--- config.mk ---
export PLATFORM = sky130hd
export DESIGN_NAME = atc_sequencer
export DESIGN_NICKNAME = d
export VERILOG_FILES = /design/src/include/atc_pkg.sv /design/src/include/atc_tick_if.sv /design/src/rtl/atc_ms_timer.sv /design/src/rtl/atc_sequencer.sv
export SDC_FILE = /design/constraint.sdc
export NUM_CORES = 1
export LEC_CHECK = 0
export ABC_AREA = 0
export BUFFER_PORTS_ARGS = -buffer_cell sky130_fd_sc_hd__buf_2
export CORE_UTILIZATION = 51
export DETAILED_ROUTE_END_ITERATION = 6
export PLACE_DENSITY = 0.63
export SLEW_MARGIN = 20
export SYNTH_ARGS = -nofsm -noshare
export SYNTH_HDL_FRONTEND = slang
export SYNTH_SLANG_ARGS = --single-unit
--- constraint.sdc ---
create_clock -name clk -period 3.8 [get_ports clk]
set_input_delay 0.76 -clock clk [delete_from_list [all_inputs] [get_ports clk]]
set_output_delay 0.76 -clock clk [all_outputs]
set_load 0.005 [all_outputs]
--- src/include/atc_pkg.sv ---
// Package of constants and types for the alert tone cadence sequencer.
package atc_pkg;

  // ----------------------------------------------------------------------
  // Clock and time base
  // ----------------------------------------------------------------------
  localparam int unsigned CLK_HZ      = 25000000;
  localparam int unsigned MS_TIME     = 1;
  localparam int unsigned MS_CYCLES   = CLK_HZ / 1000 * MS_TIME;
  localparam int unsigned MS_CNT_W    = 15;

  // ----------------------------------------------------------------------
  // Tone times in milliseconds
  // ----------------------------------------------------------------------
  localparam logic [12:0] CLICK_MS    = 13'd50;
  localparam logic [12:0] BUZZ_MS     = 13'd150;
  localparam logic [12:0] HARD_MS     = 13'd150;
  localparam logic [12:0] FAIL_MS     = 13'd370;
  localparam logic [12:0] PIP_MS      = 13'd100;
  localparam logic [12:0] BLIP_MS     = 13'd370;
  localparam logic [12:0] RING_MS     = 13'd500;
  localparam logic [12:0] LONG_MS     = 13'd5000;
  localparam logic [12:0] PIP_RPT_MS  = 13'd6000;
  localparam logic [12:0] UK_RPT_MS   = 13'd4000;
  localparam logic [12:0] FR_RPT_MS   = 13'd6000;
  localparam logic [12:0] FR_BURST_MS = 13'd1000;
  localparam int unsigned TIME_W      = 13;

  // ----------------------------------------------------------------------
  // Tone types and pitch selects
  // ----------------------------------------------------------------------
  typedef enum logic [3:0] {
    TONE_NONE, TONE_CLICK, TONE_BUZZ, TONE_HARD, TONE_UNOBT, TONE_FAIL,
    TONE_PIP, TONE_PIP_RPT, TONE_BLIP, TONE_RING_UK, TONE_RING_FR
  } atc_tone_e;

  typedef enum logic [1:0] {
    PITCH_400, PITCH_800, PITCH_1500
  } atc_pitch_e;

endpackage : atc_pkg

--- src/include/atc_tick_if.sv ---
// Interface carrying the millisecond time base between sequencer modules.
`timescale 1ns/1ps
interface atc_tick_if;
  logic restart;
  logic ms_tick;
  modport src (input restart, output ms_tick);
  modport dst (output restart, input ms_tick);
endinterface : atc_tick_if

--- src/rtl/atc_ms_timer.sv ---
// Millisecond enable divider for the alert tone sequencer.
`timescale 1ns/1ps
module atc_ms_timer (
  input  wire logic clk,
  input  wire logic rst,
  atc_tick_if.src   tick
);

  logic [atc_pkg::MS_CNT_W-1:0] cnt;
  logic [atc_pkg::MS_CNT_W-1:0] next_cnt;
  logic                         pulse;
  logic                         next_pulse;

  // Restart realigns the time base so a new pattern gets full first periods.
  always_comb begin
    next_cnt   = cnt + 1'b1;
    next_pulse = 1'b0;
    if (tick.restart) begin
      next_cnt = '0;
    end else if (cnt == atc_pkg::MS_CNT_W'(atc_pkg::MS_CYCLES - 1)) begin
      next_cnt   = '0;
      next_pulse = 1'b1;
    end
  end

  always_ff @(posedge clk or posedge rst) begin
    if (rst) begin
      cnt   <= '0;
      pulse <= 1'b0;
    end else begin
      cnt   <= next_cnt;
      pulse <= next_pulse;
    end
  end

  assign tick.ms_tick = pulse;

endmodule : atc_ms_timer

--- src/rtl/atc_sequencer.sv ---
// Alert tone cadence sequencer: pitch select and gate for the RC oscillator.
`timescale 1ns/1ps
module atc_sequencer #(
  parameter logic [12:0] FR_BURST_MS = atc_pkg::FR_BURST_MS
) (
  input  wire logic                clk,
  input  wire logic                rst,
  input  wire logic                tone_req,
  input  wire atc_pkg::atc_tone_e  tone_type,
  input  wire logic                on_hook,
  input  wire logic                terminate,
  output atc_pkg::atc_pitch_e      pitch_sel,
  output logic                     tone_gate_output,
  output logic                     busy
);

  // ----------------------------------------------------------------------
  // Time base
  // ----------------------------------------------------------------------
  atc_tick_if tick ();

  atc_ms_timer u_timer (
    .clk  (clk),
    .rst  (rst),
    .tick (tick)
  );

  // ----------------------------------------------------------------------
  // Pattern description per tone type
  // ----------------------------------------------------------------------
  // Each pattern is: bursts of on_ms separated by gaps of off_ms, nburst bursts per
  // group; a group restarts every period_ms (zero means no repeat); the whole
  // pattern ends at total_ms (zero means no overall limit).
  typedef struct packed {
    atc_pkg::atc_pitch_e pitch;
    logic [12:0]         on_ms;
    logic [12:0]         off_ms;
    logic [1:0]          nburst;
    logic [12:0]         period_ms;
    logic [12:0]         total_ms;
    logic                hook_stop;
    logic                term_stop;
  } atc_pat_s;

  function automatic atc_pat_s pattern(input atc_pkg::atc_tone_e t);
    atc_pat_s p;
    p = '{atc_pkg::PITCH_400, 13'd0, 13'd0, 2'd0, 13'd0, 13'd0, 1'b0, 1'b0};
    case (t)
      atc_pkg::TONE_CLICK: begin
        p = '{atc_pkg::PITCH_1500, atc_pkg::CLICK_MS, 13'd0, 2'd1, 13'd0, 13'd0,
              1'b0, 1'b0};
      end
      atc_pkg::TONE_BUZZ: begin
        p = '{atc_pkg::PITCH_400, atc_pkg::BUZZ_MS, 13'd0, 2'd1, 13'd0, 13'd0, 1'b0, 1'b0};
      end
      atc_pkg::TONE_HARD: begin
        p = '{atc_pkg::PITCH_400, atc_pkg::HARD_MS, atc_pkg::HARD_MS, 2'd1,
              atc_pkg::HARD_MS + atc_pkg::HARD_MS, atc_pkg::LONG_MS, 1'b0, 1'b0};
      end
      atc_pkg::TONE_UNOBT: begin
        p = '{atc_pkg::PITCH_400, atc_pkg::LONG_MS, 13'd0, 2'd1, 13'd0,
              atc_pkg::LONG_MS, 1'b1, 1'b0};
      end
      atc_pkg::TONE_FAIL: begin
        p = '{atc_pkg::PITCH_400, atc_pkg::FAIL_MS, atc_pkg::FAIL_MS, 2'd1,
              atc_pkg::FAIL_MS + atc_pkg::FAIL_MS, atc_pkg::LONG_MS, 1'b1, 1'b0};
      end
      atc_pkg::TONE_PIP: begin
        p = '{atc_pkg::PITCH_400, atc_pkg::PIP_MS, atc_pkg::PIP_MS, 2'd2, 13'd0,
              13'd0, 1'b0, 1'b0};
      end
      atc_pkg::TONE_PIP_RPT: begin
        p = '{atc_pkg::PITCH_400, atc_pkg::PIP_MS, atc_pkg::PIP_MS, 2'd2,
              atc_pkg::PIP_RPT_MS, 13'd0, 1'b0, 1'b1};
      end
      atc_pkg::TONE_BLIP: begin
        p = '{atc_pkg::PITCH_800, atc_pkg::BLIP_MS, 13'd0, 2'd1, 13'd0, 13'd0, 1'b0, 1'b0};
      end
      atc_pkg::TONE_RING_UK: begin
        p = '{atc_pkg::PITCH_800, atc_pkg::RING_MS, atc_pkg::RING_MS, 2'd2,
              atc_pkg::UK_RPT_MS, 13'd0, 1'b0, 1'b1};
      end
      atc_pkg::TONE_RING_FR: begin
        p = '{atc_pkg::PITCH_800, FR_BURST_MS, 13'd0, 2'd1, atc_pkg::FR_RPT_MS,
              13'd0, 1'b0, 1'b1};
      end
      default: begin
        p.nburst = 2'd0;
      end
    endcase
    return p;
  endfunction : pattern

  // ----------------------------------------------------------------------
  // Sequencer state
  // ----------------------------------------------------------------------
  typedef enum logic [1:0] {
    ST_IDLE, ST_ON, ST_OFF, ST_WAIT
  } atc_state_e;

  atc_state_e          state;
  atc_state_e          next_state;
  atc_pat_s            pat;
  atc_pat_s            next_pat;
  logic [12:0]         phase_ms;
  logic [12:0]         next_phase_ms;
  logic [12:0]         group_ms;
  logic [12:0]         next_group_ms;
  logic [12:0]         total_ms;
  logic [12:0]         next_total_ms;
  logic [1:0]          bursts;
  logic [1:0]          next_bursts;
  atc_pkg::atc_pitch_e next_pitch;
  logic                next_gate;
  atc_pat_s            req_pat;
  logic                cancel;
  logic                total_done;

  assign req_pat    = pattern(tone_type);
  assign cancel     = (pat.hook_stop && on_hook) || (pat.term_stop && terminate);
  assign total_done = (pat.total_ms != 13'd0) && (total_ms == pat.total_ms - 13'd1);

  // The time base restarts on every new request so the first burst is exact.
  assign tick.restart = tone_req;

  always_comb begin
    next_state    = state;
    next_pat      = pat;
    next_phase_ms = phase_ms;
    next_group_ms = group_ms;
    next_total_ms = total_ms;
    next_bursts   = bursts;
    next_pitch    = pitch_sel;
    if (tone_req) begin
      // A new request always wins, even over a cancel in the same cycle.
      next_pat      = req_pat;
      next_pitch    = req_pat.pitch;
      next_phase_ms = '0;
      next_group_ms = '0;
      next_total_ms = '0;
      next_bursts   = 2'd1;
      next_state    = (req_pat.nburst == 2'd0) ? ST_IDLE : ST_ON;
    end else if (state != ST_IDLE && cancel) begin
      next_state = ST_IDLE;
    end else if (state != ST_IDLE && tick.ms_tick) begin
      next_phase_ms = phase_ms + 13'd1;
      next_group_ms = group_ms + 13'd1;
      next_total_ms = total_ms + 13'd1;
      if (total_done) begin
        next_state = ST_IDLE;
      end else if (pat.period_ms != 13'd0 && group_ms == pat.period_ms - 13'd1) begin
        next_state    = ST_ON;
        next_phase_ms = '0;
        next_group_ms = '0;
        next_bursts   = 2'd1;
      end else begin
        case (state)
          ST_ON: begin
            if (phase_ms == pat.on_ms - 13'd1) begin
              next_phase_ms = '0;
              if (bursts != pat.nburst) begin
                next_state = ST_OFF;
              end else if (pat.period_ms != 13'd0) begin
                next_state = ST_WAIT;
              end else if (pat.total_ms != 13'd0) begin
                next_state = ST_ON; // Unbroken tone holds until the total ends.
              end else begin
                next_state = ST_IDLE;
              end
            end
          end
          ST_OFF: begin
            if (phase_ms == pat.off_ms - 13'd1) begin
              next_phase_ms = '0;
              next_bursts   = bursts + 2'd1;
              next_state    = ST_ON;
            end
          end
          default: begin
            next_state = state;
          end
        endcase
      end
    end
  end

  // The gate is the only switch of the tone; the pitch merely selects.
  always_comb begin
    next_gate = (next_state == ST_ON);
  end

  always_ff @(posedge clk or posedge rst) begin
    if (rst) begin
      state            <= ST_IDLE;
      pat              <= '0;
      phase_ms         <= '0;
      group_ms         <= '0;
      total_ms         <= '0;
      bursts           <= '0;
      pitch_sel        <= atc_pkg::PITCH_400;
      tone_gate_output <= 1'b0;
    end else begin
      state            <= next_state;
      pat              <= next_pat;
      phase_ms         <= next_phase_ms;
      group_ms         <= next_group_ms;
      total_ms         <= next_total_ms;
      bursts           <= next_bursts;
      pitch_sel        <= next_pitch;
      tone_gate_output <= next_gate;
    end
  end

  assign busy = (state != ST_IDLE);

endmodule : atc_sequencer

* Word level (Yosys, flattened, before mapping) *
Index checks and enable logic that the tools add are counted.

word-level totals
  bits in registers = 118

cells by class
  multiplexer cells = 42
  add/sub/neg operators = 9
  reduce and logical (&&, ||, !) cells = 20
  equal/unequal tests = 21

operators with widths
  operator                                             count
  case mux 28 bit (9 select lines)                     1
  2-to-1 mux 13 bit                                    15
  case mux 28 bit (5 select lines)                     1
  equality test 13 bit                                 4
  subtractor 13 x 1 -> 13 bit, second input constant   4
  adder 13 x 1 -> 13 bit, second input constant        3
  2-to-1 mux 2 bit                                     16
  2-to-1 mux 15 bit                                    2
  case mux 13 bit (2 select lines)                     1
  nonzero test 13 bit                                  2
  equality test 4 x 3 -> 1 bit, second input constant  4
  adder 15 x 1 -> 15 bit, second input constant        1
  equality test 15 bit, second input constant          1
  equality test 4 bit, second input constant           3
  equality test 4 x 2 -> 1 bit, second input constant  2
  case mux 2 bit (2 select lines)                      2
  OR reduction 7 bit                                   1
  logical AND 1 bit                                    6
  nonzero test 3 bit                                   2
  AND reduction 5 bit                                  1
  equality test 2 x 1 -> 1 bit, second input constant  2
  equality test 4 x 1 -> 1 bit, second input constant  1
  2-to-1 mux 1 bit                                     4
  inequality test 2 bit, second input constant         2
  other kinds (9)                                      11

* Longest topological paths before layout *
  word-level depth = 12
  mapped depth = 13
  depth with buffers taken out = 11

* Modules after synthesis *
Synthesis repeated with hierarchy kept, for this count alone.

second synthesis, totals
  cells, all modules = 671
  area, all modules = 5823.1 sq um

by module, submodules not included
  module         cells an instance  times used  area each (sq um)
  atc_sequencer  597                1           5038.6
  atc_ms_timer   74                 1           784.5

* Least setup slack after synthesis *
Ideal clock, no wire load.

  path type = register to register
  start point = register pat[31] (netlist bit)
  end point = register phase_ms[10]
  data required time = 3.674 ns
  path slack = 0.578 ns
  stages on the path, launching flop included = 12
  data arrival time = 3.096 ns
  clock period less this slack = 3.222 ns
  buffers on the path = 0
  cell sequence = dfrtp_1 -> inv_1 -> ha_1 -> ha_1 -> xor2_1 -> nand3_1 -> or4b_1 -> or4_4 -> a221oi_4 -> a31oi_4 -> and3_1 -> a221o_1

between the ends
  word-level cells in the longest chain between the ends = 9

ends and longest elaborated chain
  what                              line                  source
  from (decl)                       atc_sequencer.sv:103  atc_pat_s pat;
  from (signal assigned)            atc_sequencer.sv:204  pat <= next_pat;
  subtractor 13 x 1 -> 13 bit       atc_sequencer.sv:173  if (phase_ms == pat.off_ms - 13'd1) begin
  equality test 13 bit              atc_sequencer.sv:173
  2-to-1 mux 13 bit                 atc_sequencer.sv:173
  case mux 13 bit (2 select lines)  atc_sequencer.sv:157  case (state)
  2-to-1 mux 13 bit                 atc_sequencer.sv:151  end else if (pat.period_ms != 13'd0 && group_ms == pat.period_ms - 13'd1) begin
  2-to-1 mux 13 bit                 atc_sequencer.sv:149  if (total_done) begin
  2-to-1 mux 13 bit                 atc_sequencer.sv:145  end else if (state != ST_IDLE && tick.ms_tick) begin
  2-to-1 mux 13 bit                 atc_sequencer.sv:143  end else if (state != ST_IDLE && cancel) begin
  2-to-1 mux 13 bit                 atc_sequencer.sv:134  if (tone_req) begin
  to (signal assigned)              atc_sequencer.sv:205  phase_ms <= next_phase_ms;
  to (decl)                         atc_sequencer.sv:105  logic [12:0] phase_ms;

No other way between the ends. The select of a mux whose other input is x is not followed.
A chain may end at the register's enable or synchronous reset.

* Worst setup path after layout *
  start point = register pat[31] (netlist bit)
  end point = register phase_ms[9]

The elaborated chain is that of the path after synthesis.

==> results.md <==
* Core area at 10800 um2
* Clk slew on worst S/H paths at 0.09 ns
* Worst Path Max Fanout at 16
* Synth Net Count at 686
* Final setup vio count at 0
* Post_cts resized at 0
* Post-route design area at 6040 um2
* Layout Cells excl Fill at about 800
* P&R area growth vs syn at 6.70%
* Port bufs at 12
* Cts hold-fix bufs at 0
* Largest net degree at the start of global routing at 55
* Slew Viols, Final at 0
* TNS Setup at 0 ns
* Global placement routability congestion at 0.882
* Share of the yosys chip area belonging to registers at between 40% and 50%
* Critical Path RT at 4.07 ns
* EDFF count, synth at 0
* CP Class: flop to flop
* WP data arrival at approximately 3.8 ns
* Die Ht at 107 um
* Wire per inst at between 15 and 20 um
* Synth top area cells: dfrtp_1 40%, xor2_1 6.3%, nor2_1 5.4%
* CP endpoint kind: flop
* DRC violations left at 0
* Outcome: complete, no violations
* RSZ-0062 raised after global routing: no
* Ant diodes at 0
* Dominant synthesized flop cell: dfrtp_1
* Placed insts at 787
* Syn Area/Cell at approximately 8.5 um2
* Synth top area share at 40.3%
* Die X at 107 um
* Maxcap violations at 0
* Vias in the first global route at 4282
* Netlist cell types at 65
* Pre-antenna DRT Iters at 4
* Fillers at 989
* Full die area at between 10000 and 15000 um2
* Syn Inst Count at 666
* Yosys top cell by area: dfrtp_1
* CTS Sinks at 91
* DP Wirelength at 8880 um
* Final Core Density at 55.7%
* Remaining Overflow, GRT at 0
* GR Util All Layers at 23.1%
* Placed cell area at 5810 um2
* Async SR Flop Fraction at 100%
* Synth Cell Area at 5660 um2
* Via/cell ratio at 5.79
* Initial drt markers at 332
* Startpoint types: flop
* Actual slew at the worst max-slew pin at 0.731 ns
* Fmax at 284 MHz
* Maximum VDD drop at 0.254 mV
* Final period util at between 90% and 100%
* Post-layout worst setup margin at 0.283 ns
* PwrDens at roughly 350 nW/um2
* CTS Root Cell: clkbuf_8
* Clk_lat worst skew at 0.38 ns
* First-pass GRT wire length at between 20000 and 25000 um
* Hold violation total from the final report at 0
* H-tree depth at 3
* Total number of vias at 4651
* Max-Slew Margin vs Limit at roughly half
* Ys Warns at 0
* Clock Skew at about 0.013 ns
* CTS tree: yes
* Setup Buffers After CTS at 0
* HP Class: input pin to asynchronous set/reset pin
* Drt total wl at around 13000 um
* Pleak at 2.56 nW
* Starting Density at 52.2%
* Tmin final at 3.52 ns
* I/O pin cnt at 13
* Initial antenna violation count at 0
* Fraction of layout cells with a size suffix above 1 at roughly 8.1%
* Setup WS pre-CTS at 0.279 ns
* Final antenna-violating net count at 0
* R2R depth at 11
* Row Count at 38
* Max Root-Sink Buffers at 2
* Layout Nets at 678
* Number of synthesized register bits at 91
* Num CTS Buffers at 9
[report_power, final]
part	switching (W)	leakage [nW]	internal, W	total (W)
Clock	0.000357	0.113	0.000406	0.000763
Sequential	0.0000506	1.22	0.00100	0.00105
Combinational	0.000177	1.23	0.000122	0.000299
[cell usage after synthesis (all sizes together) (10+ instances only)]
cell type / instances
inv: 26
nand4: 10
nand3: 45
ha: 11
dfrtp: 91
or3: 12
a21oi: 25
and3: 11
nand2: 59
o21ai: 54
nor3: 14
nor2b: 15
nor2: 81
xor2: 41
xnor2: 20
clkbuf: 29
[through the flow]
stage | total power [W] | hold slack (ns)
2_1_floorplan | 0.00129 | 0.433
3_3_place_gp | 0.00136 | 0.445
3_5_place_dp | 0.00137 | 0.452
4_1_cts | 0.00213 | 0.463
5_1_grt | 0.00221 | 0.494
6_report | 0.00211 | 0.463
[layout by cell type, fill, tap and decap left out, types with 3 or more instances in the layout]
cell type | synthesis | layout
or4_1 | 4 | 4
nor4b_1 | 4 | 4
o211ai_1 | 6 | 6
and2_1 | 7 | 7
nand2b_1 | 9 | 9
o21ai_0 | 53 | 53
dfrtp_1 | 91 | 91
nand2_1 | 59 | 59
a221o_1 | 3 | 3
inv_1 | 26 | 25
xor2_1 | 41 | 41
xnor2_1 | 20 | 20
ha_1 | 11 | 11
nor3_1 | 14 | 14
nor2_1 | 81 | 81
or2_2 | 3 | 3
a22o_1 | 6 | 6
nor2b_1 | 15 | 15
and3_1 | 11 | 11
a22oi_1 | 3 | 3
buf_4 | 0 | 5
buf_2 | 3 | 12
a21oi_1 | 25 | 25
a31oi_1 | 6 | 6
or3_1 | 11 | 11
nor4_1 | 9 | 9
mux2_2 | 6 | 6
o22ai_1 | 4 | 4
clkbuf_8 | 0 | 11
nand3_1 | 45 | 45
nand4_1 | 10 | 10
[flip-flops by register name (all words and copies together), names as in the netlist]
register,flops
bursts,2
group_ms,13
pat,29
phase_ms,13
pitch_sel,2
state,2
tone_gate_output,1
total_ms,13
u_timer.cnt,15
u_timer.tick.ms_tick,1
[routing by layer]
metal  up-vias  track usage, %  part of all wire [%]
met2        74            36.7                    47
met5         -               0                     0
met1      2237            31.9                    49
met3        17            3.15                   3.3
met4         0            9.00                   1.6
li1       2323               -                     -
[worst max-delay path, cell delays in order (launching register included)]
cell      delay, ns
dfrtp_1        0.40
inv_1          0.07
ha_1           0.24
ha_1           0.30
xor2_1         0.14
nand3_1        0.07
or4b_1         0.53
or4_4          0.57
a221oi_4       0.37
a31oi_4        0.24
and3_1         0.24
a221o_1        0.25
[final timing paths]
kind | start | endpoint | slack, ns
worst min register to register | u_timer.cnt[0]$_DFF_PP0_ | u_timer.cnt[0]$_DFF_PP0_ | 0.46
worst min-delay path | rst | phase_ms[0]$_DFFE_PP0P_ | 0.46
worst max-delay path | pat[31]$_DFFE_PP0P_ | phase_ms[9]$_DFFE_PP0P_ | 0.28
min in group clk | u_timer.cnt[0]$_DFF_PP0_ | u_timer.cnt[0]$_DFF_PP0_ | 0.46
max in group asynchronous | rst | group_ms[12]$_DFFE_PP0P_ | 2.63
worst max register to register | pat[31]$_DFFE_PP0P_ | phase_ms[9]$_DFFE_PP0P_ | 0.28
[cells by family (layout without fill, tap and decap cells)]
| group | Yosys count | count (layout) | share of synthesized area, % |
|---|---|---|---|
| xor gates and xnor gates | 61 | 61 | 9.44 |
| buffers and inverters | 63 | 60 | 4.25 |
| muxes | 8 | 8 | 1.55 |
| and+or+nand+nor | 294 | 294 | 25.9 |
| adders and majority gates | 11 | 11 | 2.43 |
| AOI/OAI and AO/OA | 138 | 138 | 16.1 |
| DFF | 91 | 91 | 40.3 |
[layout make-up]
cell class,instances,area (um2),area share [%]
Clock inverter,4,72.6,1.20
Inverter,26,98.8,1.64
Timing Repair Buffer,18,118,1.95
Multi-Input combinational cell,512,3140,52.0
Sequential cell,91,2280,37.7
Tap cell,140,175,2.90
Clock buffer,12,155,2.57
Note: power is estimated with default switching activity, not from simulation.
